==> config.mk <==
export PLATFORM = sky130hd
export DESIGN_NAME = afpc_top
export DESIGN_NICKNAME = d
export VERILOG_FILES = /design/src/verilog/afpc_top.v
export VERILOG_INCLUDE_DIRS = /design/src /design/src/verilog
export SDC_FILE = /design/constraint.sdc
export NUM_CORES = 1
export LEC_CHECK = 0
export ABC_AREA = 1
export BUFFER_PORTS_ARGS = -buffer_cell sky130_fd_sc_hd__buf_2
export CORE_UTILIZATION = 43
export CTS_CLUSTER_DIAMETER = 200
export DETAILED_ROUTE_END_ITERATION = 8
export PLACE_DENSITY = 0.62
export SYNTH_ARGS = -nofsm -noshare
export SYNTH_HDL_FRONTEND = slang
export SYNTH_SLANG_ARGS = --single-unit
==> constraint.sdc <==
create_clock -name ref_clk -period 5.84 [get_ports ref_clk]
set_clock_uncertainty 0.2 [all_clocks]
set_input_delay 1.46 -clock ref_clk [delete_from_list [all_inputs] [get_ports ref_clk]]
set_output_delay 1.46 -clock ref_clk [all_outputs]
set_load 0.01 [all_outputs]
==> src/verilog/afpc_consts.vh <==
// Constants for the output format and power control block.
// Assumes includers are the Verilog-2005 design file and the SystemVerilog bench.
//
// Functional notes
// - In nap, lanes keep sending valid encoded characters.
// - In nap, payload repeats the last valid sample until nap ends.
// - In sleep, lanes are off; receiver realigns code groups after wake.
// - After power-on, pin picks state: low normal, float nap, high sleep.
// - Calibration always runs first; nap or sleep only entered afterwards.
// - A power state programmed over SPI overrides the pin.
// - Powered up in nap or sleep, SPI stays off until pin shows normal.
// - Format register picks two's complement (default), Gray or offset binary.
// - Offset binary: minus full scale all zeros, plus full scale all ones.
// - Two's complement is offset binary with the top bit inverted.
// - Gray keeps top bit; lower bits XOR binary bit with bit above.
// - Sync pair is link sync by default; register makes it divider reset.
// - Writing one to soft reset reruns power-on reset and calibration; block only recalibrates, format and sync regs keep values.
// - Soft reset bit clears itself when recalibration finishes.
// - Out-of-range input clamps output to the full-scale code.
`ifndef AFPC_CONSTS_VH
`define AFPC_CONSTS_VH
`define AFPC_W 14
`define AFPC_ADDR_SOFT_RESET 8'h00
`define AFPC_ADDR_FORMAT 8'h73
`define AFPC_ADDR_SYNC_FUNC 8'h77
`define AFPC_SOFT_RESET_BIT 0
`define AFPC_PWR_LSB 4
`define AFPC_PWR_MSB 5
`define AFPC_FMT_MSB 1
`define AFPC_SYNC_FUNC_BIT 0
`define AFPC_CHANNELS 2
`define AFPC_FMT_TWOS 2'h0
`define AFPC_FMT_GRAY 2'h1
`define AFPC_FMT_OFFSET 2'h2
`define AFPC_FMT_RESET 2'h0
`define AFPC_PIN_NORMAL 2'h0
`define AFPC_PIN_NAP 2'h1
`define AFPC_PIN_SLEEP 2'h2
`define AFPC_PWR_PIN 2'h0
`define AFPC_PWR_NORMAL 2'h1
`define AFPC_PWR_NAP 2'h2
`define AFPC_PWR_SLEEP 2'h3
`define AFPC_FIFO_DEPTH 8
`define AFPC_FIFO_AW 3
`endif

==> src/verilog/afpc_top.v <==
// Output format, power state and soft reset control, plus sample FIFO.
// Assumes samples, calibration done and the register port are synchronous
// to ref_clk; the register port is a simple write/read strobe interface.
`timescale 1ns/1ns
`include "afpc_consts.vh"

////////////////////////////////////////////////////////////////////////////
module afpc_fifo #(
	parameter WIDTH = 28,
	parameter DEPTH = 8,
	parameter AW = 3
) (
	input wire ref_clk,
	input wire reset,
	input wire in_valid,
	output wire in_ready,
	input wire [WIDTH-1:0] in_data,
	output wire out_valid,
	input wire out_ready,
	output wire [WIDTH-1:0] out_data
);
	reg [WIDTH-1:0] mem_reg [0:DEPTH-1];
	reg [AW-1:0] wr_ptr_reg;
	reg [AW-1:0] rd_ptr_reg;
	reg [AW:0] count_reg;
	wire do_wr;
	wire do_rd;
	assign in_ready = (count_reg != DEPTH[AW:0]);
	assign out_valid = (count_reg != {(AW+1){1'b0}});
	assign out_data = mem_reg[rd_ptr_reg];
	assign do_wr = in_valid & in_ready;
	assign do_rd = out_valid & out_ready;
	always @(posedge ref_clk) begin
		if (do_wr)
			mem_reg[wr_ptr_reg] <= in_data;
	end
	always @(posedge ref_clk or posedge reset) begin
		if (reset) begin
			wr_ptr_reg <= {AW{1'b0}};
			rd_ptr_reg <= {AW{1'b0}};
			count_reg <= {(AW+1){1'b0}};
		end else begin
			if (do_wr)
				wr_ptr_reg <= wr_ptr_reg + 1'b1;
			if (do_rd)
				rd_ptr_reg <= rd_ptr_reg + 1'b1;
			if (do_wr & ~do_rd)
				count_reg <= count_reg + 1'b1;
			else if (do_rd & ~do_wr)
				count_reg <= count_reg - 1'b1;
		end
	end
endmodule // afpc_fifo

////////////////////////////////////////////////////////////////////////////
module afpc_top (
	input wire ref_clk,
	input wire reset,
	input wire [1:0] power_state_pin,
	input wire spi_select_low,
	input wire reg_wr,
	input wire reg_rd,
	input wire [7:0] reg_addr,
	input wire [7:0] reg_wdata,
	output reg [7:0] reg_rdata,
	output reg reg_rvalid,
	input wire cal_done,
	output reg cal_start,
	input wire sample_valid,
	input wire [`AFPC_W-1:0] sample_a,
	input wire [`AFPC_W-1:0] sample_b,
	input wire over_a,
	input wire over_b,
	input wire under_a,
	input wire under_b,
	input wire sync_pair_pos,
	input wire sync_pair_neg,
	output reg link_sync_n,
	output reg div_sync_reset,
	output reg lane_enable,
	output reg lane_valid,
	output reg [`AFPC_W-1:0] lane_data_a,
	output reg [`AFPC_W-1:0] lane_data_b,
	input wire lane_ready,
	output reg sample_ready,
	output reg nap_active,
	output reg sleep_active,
	output reg calibrating
);
	localparam ST_CAL = 3'b001;
	localparam ST_RUN = 3'b010;
	localparam ST_START = 3'b100;

	reg [2:0] state_reg;
	reg soft_reset_reg;
	reg [1:0] format_reg;
	reg sync_func_reg;
	reg [1:0] spi_power_reg;
	reg spi_enabled_reg;
	reg [`AFPC_W-1:0] hold_a_reg;
	reg [`AFPC_W-1:0] hold_b_reg;
	reg [1:0] eff_state;
	reg [7:0] rd_image;
	wire [`AFPC_CHANNELS*`AFPC_W-1:0] smp_all;
	wire [`AFPC_CHANNELS-1:0] over_all;
	wire [`AFPC_CHANNELS-1:0] under_all;
	wire [`AFPC_CHANNELS*`AFPC_W-1:0] enc_all;
	wire sample_take;
	wire fifo_in_ready;
	wire fifo_out_valid;
	wire [2*`AFPC_W-1:0] fifo_out_data;
	wire in_nap;
	wire in_sleep;
	wire reg_ok;
	genvar ch;

	////////////////////////////////////////////////////////////////////////////
	// Clamping and output coding
	function [`AFPC_W-1:0] clamp_ob;
		input [`AFPC_W-1:0] s;
		input ov;
		input un;
		begin
			if (ov)
				clamp_ob = {`AFPC_W{1'b1}};
			else if (un)
				clamp_ob = {`AFPC_W{1'b0}};
			else
				clamp_ob = s;
		end
	endfunction

	function [`AFPC_W-1:0] encode;
		input [`AFPC_W-1:0] ob;
		input [1:0] fmt;
		begin
			case (fmt)
			`AFPC_FMT_GRAY: encode = ob ^ (ob >> 1);
			`AFPC_FMT_OFFSET: encode = ob;
			default: encode = {~ob[`AFPC_W-1], ob[`AFPC_W-2:0]};
			endcase
		end
	endfunction

	assign smp_all = {sample_a, sample_b};
	assign over_all = {over_a, over_b};
	assign under_all = {under_a, under_b};
	// Channel 1 carries A, channel 0 carries B
	generate
		for (ch = 0; ch < `AFPC_CHANNELS; ch = ch + 1) begin : g_chan
			assign enc_all[ch*`AFPC_W +: `AFPC_W] = encode(
			    clamp_ob(smp_all[ch*`AFPC_W +: `AFPC_W], over_all[ch],
			    under_all[ch]), format_reg);
		end
	endgenerate

	////////////////////////////////////////////////////////////////////////////
	// Power state
	// Pin decides unless SPI programmed a state
	always @* begin
		eff_state = `AFPC_PWR_NORMAL;
		if (state_reg != ST_RUN)
			eff_state = `AFPC_PWR_NORMAL;
		else if (spi_power_reg != `AFPC_PWR_PIN)
			eff_state = spi_power_reg;
		else if (power_state_pin == `AFPC_PIN_NAP)
			eff_state = `AFPC_PWR_NAP;
		else if (power_state_pin == `AFPC_PIN_SLEEP)
			eff_state = `AFPC_PWR_SLEEP;
	end
	assign in_nap = (eff_state == `AFPC_PWR_NAP);
	assign in_sleep = (eff_state == `AFPC_PWR_SLEEP);
	assign reg_ok = spi_enabled_reg & ~spi_select_low & ~calibrating &
	    (state_reg == ST_RUN);
	assign sample_take = sample_valid & sample_ready & ~in_nap & ~in_sleep;

	////////////////////////////////////////////////////////////////////////////
	// Sample buffering; ready is registered, so it drops after each take
	afpc_fifo #(
		.WIDTH(2*`AFPC_W),
		.DEPTH(`AFPC_FIFO_DEPTH),
		.AW(`AFPC_FIFO_AW)
	) u_fifo (
		.ref_clk(ref_clk),
		.reset(reset),
		.in_valid(sample_take),
		.in_ready(fifo_in_ready),
		.in_data(enc_all),
		.out_valid(fifo_out_valid),
		.out_ready(lane_ready & ~in_sleep & ~in_nap),
		.out_data(fifo_out_data)
	);

	////////////////////////////////////////////////////////////////////////////
	// Register read image
	always @* begin
		rd_image = 8'h00;
		case (reg_addr)
		`AFPC_ADDR_SOFT_RESET: begin
			rd_image[`AFPC_SOFT_RESET_BIT] = soft_reset_reg;
			rd_image[`AFPC_PWR_MSB:`AFPC_PWR_LSB] = spi_power_reg;
		end
		`AFPC_ADDR_FORMAT: rd_image[`AFPC_FMT_MSB:0] = format_reg;
		`AFPC_ADDR_SYNC_FUNC: rd_image[`AFPC_SYNC_FUNC_BIT] = sync_func_reg;
		default: rd_image = 8'h00;
		endcase
	end

	////////////////////////////////////////////////////////////////////////////
	// Control sequencing and register writes
	always @(posedge ref_clk or posedge reset) begin
		if (reset) begin
			state_reg <= ST_START;
			soft_reset_reg <= 1'b0;
			format_reg <= `AFPC_FMT_RESET;
			sync_func_reg <= 1'b0;
			spi_power_reg <= `AFPC_PWR_PIN;
			spi_enabled_reg <= 1'b0;
			hold_a_reg <= {`AFPC_W{1'b0}};
			hold_b_reg <= {`AFPC_W{1'b0}};
			reg_rdata <= 8'h00;
			reg_rvalid <= 1'b0;
			cal_start <= 1'b0;
			link_sync_n <= 1'b1;
			div_sync_reset <= 1'b0;
			lane_enable <= 1'b0;
			lane_valid <= 1'b0;
			lane_data_a <= {`AFPC_W{1'b0}};
			lane_data_b <= {`AFPC_W{1'b0}};
			sample_ready <= 1'b0;
			nap_active <= 1'b0;
			sleep_active <= 1'b0;
			calibrating <= 1'b1;
		end else begin
			cal_start <= 1'b0;
			reg_rvalid <= 1'b0;
			case (state_reg)
			ST_START: begin
				cal_start <= 1'b1;
				state_reg <= ST_CAL;
			end
			ST_CAL: begin
				if (cal_done) begin
					state_reg <= ST_RUN;
					soft_reset_reg <= 1'b0;
				end
			end
			ST_RUN: begin
				if (spi_power_reg == `AFPC_PWR_PIN &&
				    power_state_pin == `AFPC_PIN_NORMAL)
					spi_enabled_reg <= 1'b1;
				if (reg_ok & reg_wr) begin
					case (reg_addr)
					`AFPC_ADDR_SOFT_RESET: begin
						if (reg_wdata[`AFPC_SOFT_RESET_BIT]) begin
							soft_reset_reg <= 1'b1;
							state_reg <= ST_START;
						end
					end
					`AFPC_ADDR_FORMAT:
						format_reg <= reg_wdata[`AFPC_FMT_MSB:0];
					`AFPC_ADDR_SYNC_FUNC:
						sync_func_reg <= reg_wdata[`AFPC_SYNC_FUNC_BIT];
					default: ;
					endcase
					if (reg_addr == `AFPC_ADDR_SOFT_RESET)
						spi_power_reg <=
						    reg_wdata[`AFPC_PWR_MSB:`AFPC_PWR_LSB];
				end
			end
			default: state_reg <= ST_START;
			endcase
			if (reg_ok & reg_rd) begin
				reg_rvalid <= 1'b1;
				reg_rdata <= rd_image;
			end
			// Differential pair routed by function select
			link_sync_n <= sync_func_reg ? 1'b1 :
			    (sync_pair_pos & ~sync_pair_neg);
			div_sync_reset <= sync_func_reg &
			    (sync_pair_pos & ~sync_pair_neg);
			lane_enable <= ~in_sleep;
			nap_active <= in_nap;
			sleep_active <= in_sleep;
			calibrating <= (state_reg != ST_RUN);
			sample_ready <= fifo_in_ready & ~sample_take;
			if (in_sleep) begin
				lane_valid <= 1'b0;
			end else if (in_nap) begin
				lane_valid <= 1'b1;
				lane_data_a <= hold_a_reg;
				lane_data_b <= hold_b_reg;
			end else if (fifo_out_valid & lane_ready) begin
				lane_valid <= 1'b1;
				lane_data_a <= fifo_out_data[2*`AFPC_W-1:`AFPC_W];
				lane_data_b <= fifo_out_data[`AFPC_W-1:0];
				hold_a_reg <= fifo_out_data[2*`AFPC_W-1:`AFPC_W];
				hold_b_reg <= fifo_out_data[`AFPC_W-1:0];
			end else begin
				lane_valid <= 1'b0;
			end
		end
	end
endmodule // afpc_top

# Yosys cells after proc, flatten, opt, wreduce, memory -nomap -nowiden
# Memories as Yosys holds them, arrays and structs flattened.
# Index checks and enable logic that the tools add are counted.
dict set report totals {
  ramBits 224
  ff_bits 90
  n_memories 1
}
dict set report op_classes {
  n_bitwise 30
  mux 37
  n_reduce_logical 17
  eq_ne 17
  addsub 4
}
# name words word_bits rd rd_clocked_by_memory_dff wr line_no
set mem_list {}
lappend mem_list {u_fifo.mem_reg 8 28 1 0 1 afpc_top.v:22} ;# reg [WIDTH-1:0] mem_reg [0:DEPTH-1];
# op n
set op_table {}
lappend op_table {{2-to-1 mux 14 bit} 8}
lappend op_table {{case mux 14 bit (2 select lines)} 2}
lappend op_table {{XOR 14 x 13 -> 14 bit} 2}
lappend op_table {{AND 1 bit} 18}
lappend op_table {{equality test 8 x 7 -> 1 bit (second input constant)} 2}
lappend op_table {{2-to-1 mux 1 bit} 13}
lappend op_table {{2-to-1 mux 3 bit} 4}
lappend op_table {{AND reduction 3 bit} 4}
lappend op_table {{2-to-1 mux 2 bit} 5}
lappend op_table {{inverter 1 bit} 10}
lappend op_table {{case mux 3 bit (3 select lines)} 1}
lappend op_table {{equality test 2 bit (second input constant)} 4}
lappend op_table {{zero test 8 bit} 1}
lappend op_table {{2-to-1 mux 4 bit} 2}
lappend op_table {{nonzero test 2 bit} 4}
lappend op_table {{adder 3 x 1 -> 3 bit (second input constant)} 2}
lappend op_table {{AND reduction 5 bit} 1}
lappend op_table {{adder 4 x 1 -> 4 bit (second input constant)} 1}
lappend op_table {{equality test 2 x 1 -> 1 bit (second input constant)} 2}
lappend op_table {{zero test 2 bit} 2}
lappend op_table {{inequality test 2 x 1 -> 1 bit (second input constant)} 2}
lappend op_table {{inequality test 2 bit (second input constant)} 2}
lappend op_table {{inequality test 4 bit (second input constant)} 1}
lappend op_table {{AND reduction 2 bit} 2}
lappend op_table {{other kinds (10)} 10}

# Depth between registers and ports, before layout
# Gate-level depths: netlist of the first run.
dict set report logic_depth {
  ltp_word 14
  mapped_depth 15
  depth_no_buf 15
}

# Hierarchy
# A second synthesis of the first run with hierarchy kept.
dict set report hier_totals {
  hier_cells 1595
  hier_area_um2 14508.9
}
# module n_inst area_per_inst_um2 cells_each seq_area_each_um2
set by_module_without_submodules {}
lappend by_module_without_submodules {afpc_fifo 1 10248.6 1046 6976.7}
lappend by_module_without_submodules {afpc_top 1 4260.3 549 2005.7}

# Worst setup path before layout of the first run
# Ideal clock, no wire load.
dict set report synth_timing {
  kind {in2reg}
  from {input power_state_pin[0]}
  to {memory u_fifo.mem_reg[0][0], enable pin}
  slack_ns 1.658
  stages 9
  n_path_buf 0
  arrival_time_ns 3.570
  setup_ns 0.413
  path_cell_list {inv_1 > ha_1 > nand2_1 > nand2_1 > nand2_2 > nand2_1 > nor2_4 > nand2_2 > nor2_1}
}
dict set report synth_via {
  elab_chain_cells 12
  word_cells_on_any_way 15
  classes_between {4 x eq/ne; 6 x mux; 5 x bitwise}
}
# item line_no
set synth_lines {}
lappend synth_lines {{from (decl)} afpc_top.v:59} ;# input wire [1:0] power_state_pin,
lappend synth_lines {{equality test 2 bit (no line)} --}
lappend synth_lines {{2-to-1 mux 2 bit} afpc_top.v:168} ;# else if (power_state_pin == `AFPC_PIN_SLEEP)
lappend synth_lines {{2-to-1 mux 2 bit *} afpc_top.v:166} ;# else if (power_state_pin == `AFPC_PIN_NAP)
lappend synth_lines {{2-to-1 mux 2 bit *} afpc_top.v:164} ;# else if (spi_power_reg != `AFPC_PWR_PIN)
lappend synth_lines {{2-to-1 mux 2 bit *} afpc_top.v:162} ;# if (state_reg != ST_RUN)
lappend synth_lines {{equality test 2 bit (no line)} --}
lappend synth_lines {{inverter 1 bit (no line)} --}
lappend synth_lines {{AND 1 bit} afpc_top.v:175} ;# assign sample_take = sample_valid & sample_ready & ~in_nap & ~in_sleep;
lappend synth_lines {{AND 1 bit *} afpc_top.v:175}
lappend synth_lines {{AND 1 bit *} afpc_top.v:31} ;# assign do_wr = in_valid & in_ready;
lappend synth_lines {{named net u_fifo.do_wr} afpc_top.v:26} ;# wire do_wr;
lappend synth_lines {{2-to-1 mux 1 bit *} afpc_top.v:34} ;# if (do_wr)
lappend synth_lines {{2-to-1 mux 1 bit (implied by the code) *} afpc_top.v:35} ;# mem_reg[wr_ptr_reg] <= in_data;
lappend synth_lines {{to (decl)} afpc_top.v:22}
# The timed path passes the listed nets; every way through them passes the cells marked *.

# Worst setup path after layout of the first run
dict set report layout_timing {
  from {input power_state_pin[0]}
  to {memory u_fifo.mem_reg[1][4], enable pin}
}
# The elaborated chain is that of the path after synthesis.

==> flow_metrics.env, run 1 <==
export IMPL_number_of_antenna_violations_at_the_first_check_in_global_routing=0
export IMPL_timing_hold_worst_start="hold_b_reg[13]"
export IMPL_setup_viol=0
export IMPL_coreArea_sq_um=32600
export IMPL_mean_cell_area_of_the_mapped_netlist_sq_um=9.44
export IMPL_drt_first_pass_iters=5
export IMPL_clock_tree_from_tritoncts="yes"
export IMPL_cp_end_kind="register"
export IMPL_drcViolationCount=0
export IMPL_worstSetupStartpointType="input port"
export IMPL_fill_cells=2951
export IMPL_netlist_instances=1514
export IMPL_grt_pass1_vias=9067
export IMPL_timing_final_max_slew_violations=0
export IMPL_groute_usage_overall_pct=18.7
export IMPL_wl_met2_um=13700
export IMPL_hpwlAfterDp_um=18400
export IMPL_post_synth_instance_area_sq_um=14300
export IMPL_cts_htree_levels=1
export IMPL_fp_dieW_um=184
export IMPL_fraction_of_layout_instances_using_a_drive_strength_above_1_pct=11.8
export IMPL_synthToLayoutAreaGrowth_pct=12.5
export IMPL_post_layout_inst_area_sq_um=16100
export IMPL_vdd_drop_max_mv=0.238
export IMPL_worstSkewPairLatency_ps=570
export IMPL_final_gp_congestion=0.768
export IMPL_timing_setup_tns_ps=0
export IMPL_drt_iter0_markers=883
export IMPL_route_met3_wl_um=2110
export IMPL_cap_violations=0
export IMPL_initial_core_util_pct=43.8
export IMPL_critPathRequiredTime_ps=5890
export IMPL_ios=106
export IMPL_largest_net_degree_at_the_start_of_global_routing=80
export IMPL_post_cts_resized=0
export IMPL_timing_worst_setup_path_type="input port to register"
export IMPL_port_buffers=97
export IMPL_grt_first_pass_wirelength_um=49100
export IMPL_worst_r2r_startpoint="u_fifo.rd_ptr_reg[0]"
export IMPL_max_clock_path_buffers=3
export IMPL_drt_vias_per_instance=4.90
export IMPL_drt_wl_total_um=31400
export IMPL_final_period_minus_worst_setup_slack_ps=3500
export IMPL_post_dp_cell_area_sq_um=15100
export IMPL_fp_dieArea_sq_um=34000
export IMPL_worst_pin_slew_ps=1270
export IMPL_layout_worst_path_cycle_share_pct=59.9
export IMPL_wl_met1_um=15000
export IMPL_overflow=0
export IMPL_placementRows=66
export IMPL_clkSinkCount=314
export IMPL_routed_top_layer="met4"
export IMPL_cts_setup_buffers=0
export IMPL_die_height_um=184
export IMPL_slew_headroom_pct=14.8
export IMPL_power_per_cell_area_nw_per_um2=444
export IMPL_clock_tree_root_cell="sky130_fd_sc_hd__clkbuf_16"
export IMPL_unrepaired_setup_endpoints_after_global_routing="no"
export IMPL_cp_max_fo=17
export IMPL_insertedDiodeCount=0
export IMPL_postCtsHoldBufs=0
export IMPL_synth_yosys_seq_area_share_pct=62.9
export IMPL_largest_reg_flops=224
export IMPL_synthDistinctLibCells=35
export IMPL_post_drt_wl_per_cell_um=15.2
export IMPL_fmaxAchievable_ghz=0.286
export IMPL_hold_path_class="register to register"
export IMPL_run_status="finished, final reports clean"
export IMPL_worst_path_clk_slew_ps=60
export IMPL_cts_made_buffers=31
export IMPL_final_nets=1664
export IMPL_ff_latch_count_synth=314
export IMPL_via_count=10103
export IMPL_setup_worst_path_start="power_state_pin[0]"
export IMPL_hold_viol=0
export IMPL_yosysWarningCount=0
export IMPL_ant_nets=0
export IMPL_timing_reg2reg_setup_slack_ps=2720
export IMPL_critPathArrivalTime_ps=3550
export IMPL_power_leakage_nw=7.31
==> cell type report <==
cell class	instances	area [sq um]	share of cell area, %
clock inverters	8	45.0	0.280
repair buffers	115	633	3.94
inverters	268	1010	6.27
clock buffers	50	898	5.59
flip-flops and latches	314	8980	55.9
multi-input cells	864	3950	24.6
well taps	442	553	3.44
==> metrics by stage <==
step           util, %  power, mW  hold slack [ps]  setup slack [ps]  cells
2_1_floorplan        -       4.64              244              1660   1517
3_3_place_gp      46.4       5.26              259              1730   2003
3_5_place_dp      46.4       5.32              266              1710   2003
4_1_cts           49.3       7.19              278              2290   2061
5_1_grt           49.3       7.59              299              2150   2061
6_report          49.3       7.13              279              2340   2061
==> critical path, stage by stage <==
cell                      delay, ps
sky130_fd_sc_hd__buf_2           90
sky130_fd_sc_hd__inv_1           40
sky130_fd_sc_hd__ha_1           270
sky130_fd_sc_hd__nand2_1         70
sky130_fd_sc_hd__nand2_1        120
sky130_fd_sc_hd__nand2_2        130
sky130_fd_sc_hd__nand2_1        100
sky130_fd_sc_hd__nor2_4         180
sky130_fd_sc_hd__nand2_2        130
sky130_fd_sc_hd__nor2_2         690
sky130_fd_sc_hd__buf_12         270
==> logic make-up (layout without fill, tap and decap cells) <==
family          Yosys count  in the layout  synth area share, %
simple gates            753            753                 22.5
buf+inv                 339            441                 9.74
flops                   314            314                 62.9
compound gates           89             89                 3.45
fa+ha+maj                10             10                0.928
xor+xnor                  8              8                0.490
other cells               1              4               0.0262
==> layout by cell type, fill, tap and decap left out, drive strengths merged <==
cell type / instances
dfstp: 3
a31oi: 1
o211ai: 1
buf: 115
clkbuf: 50
a22oi: 1
ha: 9
xor2: 5
xnor2: 3
o21ai: 50
nand3: 271
dfrtp: 87
edfxtp: 224
nor2: 43
o31ai: 12
fa: 1
a21oi: 19
nor2b: 1
nor3: 2
nand2: 432
inv: 269
nand4: 4
clkinv: 7
o22ai: 4
conb: 4
o21bai: 1
==> cells in the mapped netlist (all sizes together) <==
master | instances | share of area [%]
xor2 | 5 | 0.31
edfxtp | 224 | 47
a22oi | 1 | 0.053
nand2 | 432 | 11
conb | 1 | 0.026
inv | 267 | 7.0
clkbuf | 20 | 0.53
o21bai | 1 | 0.053
buf | 51 | 2.2
nor2 | 43 | 1.2
xnor2 | 3 | 0.18
nand4 | 4 | 0.18
clkinv | 1 | 0.026
nand3 | 271 | 9.6
nor3 | 2 | 0.070
o211ai | 1 | 0.053
o31ai | 12 | 0.63
a21oi | 19 | 0.69
nor2b | 1 | 0.044
dfstp | 3 | 0.55
fa | 1 | 0.14
o22ai | 4 | 0.18
a31oi | 1 | 0.044
ha | 9 | 0.79
o21ai | 50 | 1.8
dfrtp | 87 | 15
==> worst paths after layout <==
path / end / cells after the start
setup / recovery: u_fifo.mem_reg[1][4] / 11
hold / removal: hold_b_reg[13] / 2
setup reg to reg: lane_data_b[2] / 7
hold reg to reg: hold_b_reg[13] / 2
max in group asynchronous: u_fifo.rd_ptr_reg[1] / 3
min in group asynchronous: lane_data_b[5] / 2
==> power by group <==
group | switching (mW) | internal, mW
clock network | 0.811 | 1.05
logic | 1.52 | 0.690
registers | 0.218 | 2.85
total | 2.55 | 4.59
==> per-layer routing <==
layer	global-route usage, %	up-vias
met3	2.31	52
met2	28.5	348
met4	4.57	0
met1	28.2	4666
li1	-	5037
met5	0	-
No activity file was read; power rests on OpenSTA's default activity.
==> run 2, diff against run 1 <==
==> constraint.sdc (replaced) <==
create_clock -name ref_clk -period 3.3 [get_ports ref_clk]
set_clock_uncertainty 0.2 [all_clocks]
set_input_delay 0.825 -clock ref_clk [delete_from_list [all_inputs] [get_ports ref_clk]]
set_output_delay 0.825 -clock ref_clk [all_outputs]
set_load 0.01 [all_outputs]
==> run 2 against run 1 <==
Net effect: die area unchanged; core utilization up 0.74 points; critical endpoint is now u_fifo.mem_reg[2][5]; non-clock buffer count is 20 higher; combinational power up 83%; flip-flop and latch count unchanged.
==> flow_metrics.env, run 2 (same netlist as run 1, synthesis figures left out) <==
export IMPL_run_status="finished, final reports clean"
export IMPL_die_height_um=184
export IMPL_slowest_delay_ps=590
export IMPL_post_cts_resized=0
export IMPL_largest_net_degree_at_the_start_of_global_routing=114
export IMPL_synthToLayoutAreaGrowth_pct=14.1
export IMPL_insertedDiodeCount=0
export IMPL_via_count=10138
export IMPL_final_nets=1684
export IMPL_hold_viol=0
export IMPL_critPathArrivalTime_ps=2760
export IMPL_power_share_combinational_pct=32.0
export IMPL_post_dp_cell_area_sq_um=15400
export IMPL_fraction_of_layout_instances_using_a_drive_strength_above_1_pct=12.4
export IMPL_grt_pass1_vias=9226
export IMPL_hold_path_class="input port to asynchronous set/reset pin"
export IMPL_postCtsHoldBufs=0
export IMPL_cp_num_buf_inv=3
export IMPL_vdd_drop_max_mv=0.516
export IMPL_power_per_cell_area_nw_per_um2=775
export IMPL_net_switching_power_figure_mw=4.52
export IMPL_cts_made_buffers=31
export IMPL_drt_first_pass_iters=5
export IMPL_setup_viol=0
export IMPL_drcViolationCount=0
export IMPL_unrepaired_setup_endpoints_after_global_routing="no"
export IMPL_max_clock_path_buffers=3
export IMPL_timing_setup_tns_ps=0
export IMPL_top_delay_family_on_crit_path="compound AO/OA/AOI/OAI gates"
export IMPL_cells_along_the_critical_path="inv_1 > ha_1 > inv_1 > nand2_1 > inv_1 > nand3_1 > a22oi_1"
export IMPL_cap_violations=0
export IMPL_fp_dieW_um=184
export IMPL_timing_final_max_slew_violations=0
export IMPL_ant_nets=0
export IMPL_worst_path_clk_slew_ps=60
export IMPL_drt_iter0_markers=803
export IMPL_final_period_minus_worst_setup_slack_ps=2700
export IMPL_cp_max_fo=8
export IMPL_port_buffers=97
export IMPL_cp_common_cell="sky130_fd_sc_hd__inv_1"
export IMPL_final_gp_congestion=0.770
export IMPL_worstSetupStartpointType="register"
export IMPL_clkSinkCount=314
export IMPL_clock_power_share_pct=25.2
export IMPL_placementRows=66
export IMPL_initial_core_util_pct=43.8
export IMPL_number_of_antenna_violations_at_the_first_check_in_global_routing=0
export IMPL_cp_slowest_cell="sky130_fd_sc_hd__a22oi_1"
export IMPL_post_layout_inst_area_sq_um=16300
export IMPL_clock_tree_root_cell="sky130_fd_sc_hd__clkbuf_16"
export IMPL_timing_worst_setup_path_type="register to register"
export IMPL_worstSkewPairLatency_ps=560
export IMPL_postLayoutCoreUtil_pct=50.0
export IMPL_cts_htree_levels=1
export IMPL_intPower_mw=8.13
export IMPL_fp_dieArea_sq_um=34000
export IMPL_power_switching_fraction_pct=35.8
export IMPL_most_common_layout_cells="sky130_fd_sc_hd__nand2_1, sky130_fd_sc_hd__nand3_1, sky130_fd_sc_hd__inv_1"
export IMPL_coreArea_sq_um=32600
export IMPL_grt_first_pass_wirelength_um=50100
export IMPL_largest_reg_flops=224
export IMPL_total_power_mw=12.6
export IMPL_layout_worst_path_cycle_share_pct=81.8
export IMPL_post_drt_wl_per_cell_um=15.4
export IMPL_seq_power_share_pct=42.9
export IMPL_overflow=0
export IMPL_worst_pin_slew_ps=1150
export IMPL_cp_end_kind="register"
export IMPL_mostFrequentLayoutCell="sky130_fd_sc_hd__nand2_1"
export IMPL_hpwlAfterDp_um=18700
export IMPL_power_leakage_nw=7.40
export IMPL_groute_usage_overall_pct=19.1
export IMPL_fmaxAchievable_ghz=0.370
export IMPL_drt_vias_per_instance=4.89
export IMPL_cts_setup_buffers=0
export IMPL_clock_tree_from_tritoncts="yes"
export IMPL_ios=106
export IMPL_critPathRequiredTime_ps=3360
export IMPL_slew_headroom_pct=22.6
export IMPL_drt_wl_total_um=31900
run 2: cell types whose count changed in the layout (fill, tap and decap cells not counted), moves of 3 or more:
cell	previous run	this run
sky130_fd_sc_hd__buf_12	1	12
sky130_fd_sc_hd__buf_4	17	26
sky130_fd_sc_hd__clkbuf_1	12	5
sky130_fd_sc_hd__clkbuf_4	3	0
sky130_fd_sc_hd__clkbuf_8	4	0
sky130_fd_sc_hd__clkinv_1	1	10
run 2: worst paths after layout:
check | startpoint | endpoint | slack (ps) | cells after the start
hold reg to reg | hold_a_reg[5] | hold_a_reg[5] | 280 | 2
min in group ref_clk | sync_pair_neg | div_sync_reset | 230 | 2
max in group asynchronous | reset | calibrating | 2210 | 3
setup reg to reg | format_reg[0] | u_fifo.mem_reg[2][5] | 600 | 7
setup / recovery | format_reg[0] | u_fifo.mem_reg[2][5] | 600 | 7
hold / removal | reset | lane_data_b[8] | 90 | 2
run 2: power groups by stage:
stage	Clock (mW)	Sequential (mW)	Combinational (mW)
5_1_grt	3.41	5.50	4.56
3_3_place_gp	0	5.48	3.96
4_1_cts	3.25	5.43	4.09
2_1_floorplan	0	5.49	2.73
6_report	3.18	5.42	4.04
3_5_place_dp	0	5.49	4.08
run 2: worst register-to-register path, stage by stage, from the launching register on:
cell                      delay, ps
sky130_fd_sc_hd__dfrtp_1        380
sky130_fd_sc_hd__inv_1          100
sky130_fd_sc_hd__ha_1           350
sky130_fd_sc_hd__inv_1          220
sky130_fd_sc_hd__nand2_1        210
sky130_fd_sc_hd__inv_1          240
sky130_fd_sc_hd__nand3_1        110
sky130_fd_sc_hd__a22oi_1        590
run 2: cell type report:
| type | instances | area, sq um |
|---|---|---|
| tap | 442 | 553 |
| timing repair buffer | 135 | 921 |
| fill | 3005 | 16300 |
| clock buffer | 36 | 795 |
| multi-input combinational | 864 | 3950 |
| clock inverter | 16 | 100 |
| inverter | 268 | 1010 |
| sequential | 314 | 8980 |
run 2: per-layer routing:
metal	routed length [um]	track usage, %	vias to the layer above	part of all wire (%)
li1	-	-	5067	-
met4	506	4.27	0	1.6
met3	1870	2.79	44	5.9
met1	15400	28.5	4757	48
met5	0	0	-	0
met2	14100	29.3	270	44
run 2: through the flow:
stage          hold slack [ps]  worst slack [ps]  cells
2_1_floorplan              244              -247   1517
3_3_place_gp               258               221   2023
3_5_place_dp               266               169   2023
4_1_cts                   86.2               561   2075
5_1_grt                    110               397   2075
6_report                  85.1               599   2075
